$ cat config.mk
export PLATFORM = sky130hd
export DESIGN_NAME = dnc_ctrl
export DESIGN_NICKNAME = d
export VERILOG_FILES = /design/src/verilog/dnc_pkg.sv /design/src/verilog/dnc_ctrl.sv /design/src/verilog/dnc_nco_acc.sv
export SDC_FILE = /design/constraint.sdc
export NUM_CORES = 1
export LEC_CHECK = 0
export BUFFER_PORTS_ARGS = -buffer_cell sky130_fd_sc_hd__buf_2
export CORE_MARGIN = 10
export CORE_UTILIZATION = 46
export CTS_CLUSTER_DIAMETER = 40
export DETAILED_ROUTE_END_ITERATION = 10
export PLACE_DENSITY_LB_ADDON = 0.25
export SKIP_CTS_REPAIR_TIMING = 1
export SLEW_MARGIN = 20
export SYNTH_ARGS = -nofsm -noshare
export SYNTH_HDL_FRONTEND = slang
export SYNTH_SLANG_ARGS = --single-unit
$ cat constraint.sdc
create_clock -name clock -period 6.1 [get_ports clock]
set_clock_uncertainty 0.05 [all_clocks]
set_input_delay 0.61 -clock clock [delete_from_list [all_inputs] [get_ports clock]]
set_output_delay 0.61 -clock clock [all_outputs]
set_load 0.005 [all_outputs]
$ cat src/verilog/dnc_pkg.sv
// constants for the channel binding, nco divisor and nco phase sync control block
`default_nettype none
package dnc_pkg;
  // register byte addresses
  localparam logic [11:0] ADDR_BIND    = 12'h216;
  localparam logic [11:0] ADDR_RDIV_LO = 12'h217;
  localparam logic [11:0] ADDR_RDIV_HI = 12'h218;
  localparam logic [11:0] ADDR_SYNC    = 12'h219;
  // reset values
  localparam logic [7:0]  BIND_RST     = 8'h02;
  localparam logic [15:0] RDIV_RST     = 16'h0000;
  localparam logic [7:0]  SYNC_RST     = 8'h02;
  localparam logic [7:0]  RD_UNMAPPED  = 8'h00;
  // field positions
  localparam int BIND_A_BIT    = 0;
  localparam int BIND_B_BIT    = 1;
  localparam int SYNC_NEXT_BIT = 0;
  localparam int SYNC_LINK_BIT = 1;
  // widths
  localparam int ADC_W   = 12;
  localparam int ACC_W   = 32;
  localparam int PHASE_W = 16;
  // divisor value above which spectral purity suffers
  localparam logic [15:0] RDIV_MAX_ADVISED = 16'h2000;
endpackage : dnc_pkg
`default_nettype wire

$ cat src/verilog/dnc_ctrl.sv
// channel binding, shared nco divisor and nco phase sync control
`default_nettype none
module dnc_ctrl
  import dnc_pkg::*;
(
  input  wire logic               clock,            // device clock, 10 MHz
  input  wire logic               resetn,           // sync reset, active low
  input  wire logic [11:0]        reg_addr,         // register byte address
  input  wire logic               reg_wr,           // write strobe, one cycle
  input  wire logic [7:0]         reg_wdata,        // write data
  input  wire logic               reg_rd,           // read strobe, one cycle
  output logic      [7:0]         reg_rdata,        // read data, next cycle
  input  wire logic [ADC_W-1:0]   adc_a_data,       // adc channel a samples
  input  wire logic [ADC_W-1:0]   adc_b_data,       // adc channel b samples
  input  wire logic               power_down_adc_a, // adc a powered down
  input  wire logic               power_down_adc_b, // adc b powered down
  input  wire logic               sync_n,           // link sync, active low
  input  wire logic               mf_boundary,      // multiframe boundary pulse
  input  wire logic               sysref,           // sysref level
  input  wire logic               enc_64b66b,       // 1 when 64b66b coding
  input  wire logic [PHASE_W-1:0] phase_offset_a,   // active preset offset, a
  input  wire logic [PHASE_W-1:0] phase_offset_b,   // active preset offset, b
  input  wire logic [ACC_W-1:0]   freq_word_a,      // active frequency word, a
  input  wire logic [ACC_W-1:0]   freq_word_b,      // active frequency word, b
  output logic      [ADC_W-1:0]   dig_a_data,       // digital channel a input
  output logic      [ADC_W-1:0]   dig_b_data,       // digital channel b input
  output logic                    dig_a_power_down, // digital a and its link off
  output logic                    dig_b_power_down, // digital b and its link off
  output logic                    link_sync_n,      // sync seen by the link
  output logic                    nco_phase_init,   // init happened this cycle
  output logic      [ACC_W-1:0]   nco_phase_a,      // accumulator, channel a
  output logic      [ACC_W-1:0]   nco_phase_b       // accumulator, channel b
);
  // every register of the block except the nco accumulators in dnc_nco_acc lives in this one struct
  typedef struct packed {
    logic [7:0]       binding;     // channel binding register
    logic [15:0]      rdiv;        // reference divisor register
    logic [7:0]       sync_ctrl;   // phase sync control register
    logic             sync_prev;   // last sync level
    logic             sysref_prev; // last sysref level
    logic             link_pend;   // sync rose, waiting for boundary
    logic             armed;       // sysref alignment armed
    logic             init;        // init pulse copy
    logic [7:0]       rdata;       // read data
    logic [ADC_W-1:0] dig_a;       // routed samples a
    logic [ADC_W-1:0] dig_b;       // routed samples b
    logic             pd_a;        // power down digital a
    logic             pd_b;        // power down digital b
    logic             link_sync;   // sync towards the link
  } dnc_state_s;

  dnc_state_s       st;            // registered state
  dnc_state_s       next_st;       // next state
  logic             fire;          // phase init this cycle
  logic             fire_link;     // boundary after a sync rise
  logic             fire_sysref;   // armed sysref rising edge
  logic             arm_wr;        // 0 then 1 seen on the arm bit
  logic [ACC_W-1:0] acc_phase [2]; // accumulator value per channel

  // edge detection and arming decode
  always_comb begin
    arm_wr      = reg_wr && reg_addr == ADDR_SYNC && reg_wdata[SYNC_NEXT_BIT] && !st.sync_ctrl[SYNC_NEXT_BIT];
    fire_link   = st.sync_ctrl[SYNC_LINK_BIT] && st.link_pend && mf_boundary;
    fire_sysref = st.armed && sysref && !st.sysref_prev;
    fire        = fire_link || fire_sysref;
  end

  // next state
  always_comb begin
    next_st             = st;
    // levels kept for edge detection on the next cycle
    next_st.sync_prev   = sync_n;
    next_st.sysref_prev = sysref;
    // init flag lines up with the accumulator load at the same edge
    next_st.init        = fire;
    // register writes; reserved bits store what is written
    if (reg_wr) begin
      unique case (reg_addr)
        ADDR_BIND:    next_st.binding    = reg_wdata;
        ADDR_RDIV_LO: next_st.rdiv[7:0]  = reg_wdata;
        ADDR_RDIV_HI: next_st.rdiv[15:8] = reg_wdata;
        ADDR_SYNC:    next_st.sync_ctrl  = reg_wdata;
        default:      next_st.rdiv       = st.rdiv; // unmapped, ignored
      endcase
    end
    // register reads, zero on unmapped
    if (reg_rd) begin
      unique case (reg_addr)
        ADDR_BIND:    next_st.rdata = st.binding;
        ADDR_RDIV_LO: next_st.rdata = st.rdiv[7:0];
        ADDR_RDIV_HI: next_st.rdata = st.rdiv[15:8];
        ADDR_SYNC:    next_st.rdata = st.sync_ctrl;
        default:      next_st.rdata = RD_UNMAPPED;
      endcase
    end
    // wait for first boundary after sync rises
    // a boundary in the rise cycle itself comes too early
    if (sync_n && !st.sync_prev && st.sync_ctrl[SYNC_LINK_BIT]) begin
      next_st.link_pend = 1'b1;
    end else if (fire_link || !st.sync_ctrl[SYNC_LINK_BIT]) begin
      next_st.link_pend = 1'b0;
    end
    // arming wins over a same-cycle firing
    if (arm_wr) begin
      next_st.armed = 1'b1;
    end else if (fire_sysref) begin
      next_st.armed = 1'b0;
    end
    next_st.dig_b = st.binding[BIND_B_BIT] ? adc_b_data : adc_a_data;
    next_st.dig_a = st.binding[BIND_A_BIT] ? adc_b_data : adc_a_data;
    // power down follows the bound adc
    next_st.pd_a = st.binding[BIND_A_BIT] ? power_down_adc_b : power_down_adc_a;
    next_st.pd_b = st.binding[BIND_B_BIT] ? power_down_adc_b : power_down_adc_a;
    // in 64b66b sync is kept from the link
    next_st.link_sync = enc_64b66b ? 1'b1 : sync_n;
  end

  // state register with reset values
  always_ff @(posedge clock) begin
    if (!resetn) begin
      st           <= '0;
      st.binding   <= BIND_RST;
      st.rdiv      <= RDIV_RST;
      st.sync_ctrl <= SYNC_RST;
      st.sync_prev <= 1'b1;
      st.link_sync <= 1'b1;
    end else begin
      st <= next_st;
    end
  end

  // shared divisor and common load for both channels
  for (genvar ch = 0; ch < 2; ch++) begin : g_nco
    dnc_nco_acc u_acc (
      .clock        (clock),
      .resetn       (resetn),
      .load         (fire),
      .phase_offset (ch == 0 ? phase_offset_a : phase_offset_b),
      .freq_word    (ch == 0 ? freq_word_a : freq_word_b),
      .rdiv         (st.rdiv),
      .phase        (acc_phase[ch])
    );
  end

  // outputs come straight from the state flops
  assign nco_phase_a      = acc_phase[0];
  assign nco_phase_b      = acc_phase[1];
  assign reg_rdata        = st.rdata;
  assign dig_a_data       = st.dig_a;
  assign dig_b_data       = st.dig_b;
  assign dig_a_power_down = st.pd_a;
  assign dig_b_power_down = st.pd_b;
  assign link_sync_n      = st.link_sync;
  assign nco_phase_init   = st.init;

  // checks sit beside the logic they guard; all use sampled values
  // reset values of both registers
  a_bind_reset: assert property (@(posedge clock) !resetn |=> st.binding == 8'h02 && st.sync_ctrl == 8'h02)
    else $error("binding or sync control reset value wrong");

  a_route_b: assert property (@(posedge clock) disable iff (!resetn)
    $past(resetn) |-> dig_b_data == ($past(st.binding[1]) ? $past(adc_b_data) : $past(adc_a_data)))
    else $error("digital b source wrong");

  a_route_a: assert property (@(posedge clock) disable iff (!resetn)
    $past(resetn) |-> dig_a_data == ($past(st.binding[0]) ? $past(adc_b_data) : $past(adc_a_data)))
    else $error("digital a source wrong");

  a_bind_write: assert property (@(posedge clock) disable iff (!resetn)
    reg_wr && reg_addr == 12'h216 |=> st.binding == $past(reg_wdata))
    else $error("binding write not stored");

  a_pd_follow: assert property (@(posedge clock) disable iff (!resetn)
    $past(resetn) |-> dig_b_power_down == ($past(st.binding[1]) ? $past(power_down_adc_b) : $past(power_down_adc_a)))
    else $error("digital b power down wrong");

  a_pd_follow_a: assert property (@(posedge clock) disable iff (!resetn)
    $past(resetn) |-> dig_a_power_down == ($past(st.binding[0]) ? $past(power_down_adc_b) : $past(power_down_adc_a)))
    else $error("digital a power down wrong");

  a_rdiv_zero: assert property (@(posedge clock) !resetn ##1 resetn |-> st.rdiv == 16'h0000)
    else $error("divisor not zero after reset");

  a_link_fire: assert property (@(posedge clock) disable iff (!resetn)
    st.sync_ctrl[1] && st.link_pend && mf_boundary |=> nco_phase_init)
    else $error("boundary after sync did not init phase");

  a_link_drop: assert property (@(posedge clock) disable iff (!resetn)
    !st.sync_ctrl[1] |=> !st.link_pend)
    else $error("sync pending kept while link align is off");

  a_sync_hidden: assert property (@(posedge clock) disable iff (!resetn) enc_64b66b |=> link_sync_n)
    else $error("sync reached link in 64b66b");

  a_sync_pass: assert property (@(posedge clock) disable iff (!resetn)
    !enc_64b66b |=> link_sync_n == $past(sync_n))
    else $error("sync not passed to link in 8b10b");

  a_arm_seq: assert property (@(posedge clock) disable iff (!resetn)
    reg_wr && reg_addr == 12'h219 && reg_wdata[0] && !st.sync_ctrl[0] |=> st.armed)
    else $error("arming sequence did not arm");

  a_sysref_fire: assert property (@(posedge clock) disable iff (!resetn)
    st.armed && sysref && !st.sysref_prev |=> nco_phase_init)
    else $error("armed sysref edge did not init phase");

  a_sysref_once: assert property (@(posedge clock) disable iff (!resetn)
    st.armed && sysref && !st.sysref_prev && !arm_wr |=>
    !st.armed ##1 (st.armed || !nco_phase_init || $past(fire_link)))
    else $error("sysref alignment fired twice");

  a_init_both: assert property (@(posedge clock) disable iff (!resetn)
    nco_phase_init |-> nco_phase_a == {$past(phase_offset_a), 16'h0000} &&
    nco_phase_b == {$past(phase_offset_b), 16'h0000})
    else $error("accumulators not loaded together");
endmodule : dnc_ctrl
`default_nettype wire

$ cat src/verilog/dnc_nco_acc.sv
// one nco phase accumulator with divisor wrap and phase load
`default_nettype none
module dnc_nco_acc
  import dnc_pkg::*;
(
  input  wire logic               clock,        // device clock
  input  wire logic               resetn,       // sync reset, active low
  input  wire logic               load,         // phase initialization pulse
  input  wire logic [PHASE_W-1:0] phase_offset, // active preset phase offset
  input  wire logic [ACC_W-1:0]   freq_word,    // active preset frequency word
  input  wire logic [15:0]        rdiv,         // shared reference divisor
  output logic      [ACC_W-1:0]   phase         // accumulator value
);
  typedef struct packed {
    logic [ACC_W-1:0] acc; // phase accumulator
  } dnc_acc_s;

  dnc_acc_s st;      // registered state
  dnc_acc_s next_st; // next state

  // next accumulator value
  always_comb begin
    logic [ACC_W:0] sum;
    logic [ACC_W:0] limit;
    sum     = {1'b0, st.acc} + {1'b0, freq_word};
    limit   = {1'b0, rdiv, 16'h0000};
    next_st = st;
    if (load) begin
      // offset is left justified into the accumulator
      next_st.acc = {phase_offset, 16'h0000};
    end else if (rdiv != 16'h0000 && sum >= limit) begin
      // nonzero divisor shortens the modulus so steps come out exact
      next_st.acc = ACC_W'(sum - limit);
    end else begin
      next_st.acc = sum[ACC_W-1:0];
    end
  end

  // state register
  always_ff @(posedge clock) begin
    if (!resetn) begin
      st <= '0;
    end else begin
      st <= next_st;
    end
  end

  assign phase = st.acc;
endmodule : dnc_nco_acc
`default_nettype wire

==> results.txt <==
Outcome - complete, no violations
CP max FO - 18
Seq cells post-synth - 136
Global-route wire length before repair - 49.3 mm
Final hold vios - 0
Worst VDD drop - 205 uV
Cells along the critical path - ha_1, inv_1, fa_1, nand2b_1, a21bo_1, a211o_1, a31oi_1, a31oi_1, a31oi_2, a21oi_1, nand4b_1, ha_1, nand2_4, or2_1, or4_1, nor4_2, o2111ai_1, nor4_1, a31oi_1, a21oi_2, buf_12, mux2i_1, a211oi_1
Dpl hpwl - 24.7 mm
Grt ovf - 0
Core Util, Final - 55.2%
Sequential fraction of the synthesis area - 26.8%
GRT Total Usage - 20.8%
Synthesis Warnings - 0
Root buf cell - clkbuf_16
Clk buf depth - 2
CTS Sinks - 136
Gpl congestion - 0.871
PwrDens - 546 nW/um2
Layout cells sized above 1 - 22.0%
Htree depth - 4
Ports - 250
P&R area growth vs syn - 18.2%
Syn_nets - 1,464
Top_reg_cell synth - dfxtp_1
Vias per std cell - 5.60
Tcrit/Tclk final - 93.5%
DRT iter0 DRCs - 627
Pin count of the biggest net entering global routing - 74
Vias in the first global route - 9,614
Initial antenna violation count - 2
Routed WL per cell - 18.1 um
First drt pass iteration count - 5
Final setup viols - 0
Total Neg Setup Slack - 0 ps
CP Data Required Time - 6380 ps
Placed insts - 1,682
Die W - 169 um
Later-pin clock latency in the skew report - 430 ps
Max stage delay on crit path - 580 ps
Leakage power - 5.75 nW
Die Y - 169 um
Max Freq - 175 MHz
Max_cap viols - 0
Clock slew at reported path FFs - 60 ps
Gate Count Post-Synth - 1,214
Final Max Slew Viols - 0
Commonest non-fill, non-tap cell in the layout - buf_2
FFs w/ async S/R, synth - 0%
Worst Path Class, Setup - flip-flop to flip-flop
Full die area - 28,400 um2
Post-synth EDFFs - 0
Final min period - 5700 ps
Antenna viol nets, final - 0
Row count - 54
WL final - 31.1 mm
CTS tree - built
Via Count - 9,609
Tightest Pin Transition - 1120 ps
Residual DRC - 0
CP Capture Type - flip-flop
Most frequent CP cell - a31oi_1
Startpoint types - flip-flop
Most frequent cells in the layout - 249 x buf_2, 136 x dfxtp_1, 135 x nor2_1
Clock buffer count from CTS - 17
Worst hold margin - 316 ps
Filler cell count - 2,049
Synth Cell Area - 10,200 um2
Max-slew headroom - 25.1%
Min-Delay Path Class - primary input to flip-flop
Core area - 21,800 um2
CP bufs+invs - 2
Layout net count - 1,671
Syn_area_per_cell - 8.37 um2
CP top delay family - compound AO/OA/AOI/OAI gates
Final std cells w/o fill - 1,715
CP arrival - 5980 ps
Number of I/O port buffers - 249
Unrepaired setup endpoints after global routing - false
Starting Density - 46.7%
Slowest cell on crit path - or4_1
Synth unique cells - 86
## state kept, by name, summed over array words and instances, names as in the netlist
name	count
dig_a_data	12
g_nco.u_acc.phase	64
nco_phase_init	1
dig_b_data	12
link_sync_n	1
dig_a_power_down	1
dig_b_power_down	1
reg_rdata	8
st	36
## final cells by class
class                           instances  area (um2)  share of cell area, %
Clock buffer                           19         433                   3.60
Tap cell                              280         350                   2.92
Inverter                               55         206                   1.72
Sequential cell                       136        2720                   22.7
Multi-Input combinational cell        950        6790                   56.5
Clock inverter                         13         145                   1.21
Timing Repair Buffer                  261        1360                   11.3
Antenna cell                            1        2.50                 0.0208
## power by group
part / total, mW / switching [mW] / leakage [nW] / internal, mW
registers: 1.20 / 0.117 / 1.12 / 1.09
clock network: 1.04 / 0.431 / 0.274 / 0.606
logic: 4.32 / 2.41 / 4.35 / 1.90
## stage by stage
stage	cell area, um2	power (mW)	setup WS [ps]
4_1_cts	12000	6.55	426
3_5_place_dp	11400	5.47	141
2_1_floorplan	10200	4.42	602
5_1_grt	12000	7.10	6.27
6_report	12000	6.56	397
3_3_place_gp	11400	5.41	249
## final timing paths
kind,startpoint,endpoint,slack (ps),depth (start not counted)
worst max register to register,g_nco[1].u_acc.phase[0],g_nco[1].u_acc.phase[19],400,23
worst max-delay path,g_nco[1].u_acc.phase[0],g_nco[1].u_acc.phase[19],400,23
worst min register to register,reg_rdata[1],reg_rdata[1],420,2
worst min-delay path,enc_64b66b,link_sync_n,320,2
## synth_stat cells, types with 9 or more instances
library cell | count | area share, %
a21oi_1 | 89 | 4.4
a31oi_1 | 14 | 0.86
o21a_1 | 11 | 0.81
ha_1 | 96 | 12
nand3_1 | 23 | 1.1
o22ai_1 | 9 | 0.55
and2_1 | 10 | 0.62
nor2_1 | 136 | 5.0
clkbuf_1 | 30 | 1.1
o21bai_1 | 11 | 0.81
o21ai_0 | 56 | 2.8
nand2b_1 | 25 | 1.5
dfxtp_1 | 136 | 27
xor2_1 | 27 | 2.3
inv_1 | 54 | 2.0
and3_1 | 18 | 1.1
nor2b_1 | 12 | 0.74
nor3_1 | 19 | 0.94
nand2_1 | 64 | 2.4
a211oi_1 | 16 | 1.2
buf_4 | 35 | 2.6
mux2i_1 | 94 | 9.3
a21o_1 | 39 | 2.9
o211ai_1 | 13 | 0.96
xnor2_1 | 48 | 4.1
## kinds of logic (layout without fill, tap and decap cells)
logic type | Yosys count | count (layout) | synth area share [%]
other cells | 0 | 1 | 0
flops | 136 | 136 | 26.8
simple gates | 357 | 357 | 17.3
xor+xnor | 75 | 75 | 6.46
compound gates | 323 | 323 | 21.0
fa+ha+maj | 100 | 100 | 12.6
buf+inv | 128 | 348 | 6.49
mux | 95 | 95 | 9.37
## per-layer routing
metal	GRT usage [%]	vias up	part of all wire, %
li1	-	4768	-
met1	24.9	4474	43
met2	35.9	321	48
met3	5.97	44	7.5
met4	5.15	2	1.5
met5	0	-	0.042
No activity file was read; power rests on OpenSTA's default activity.
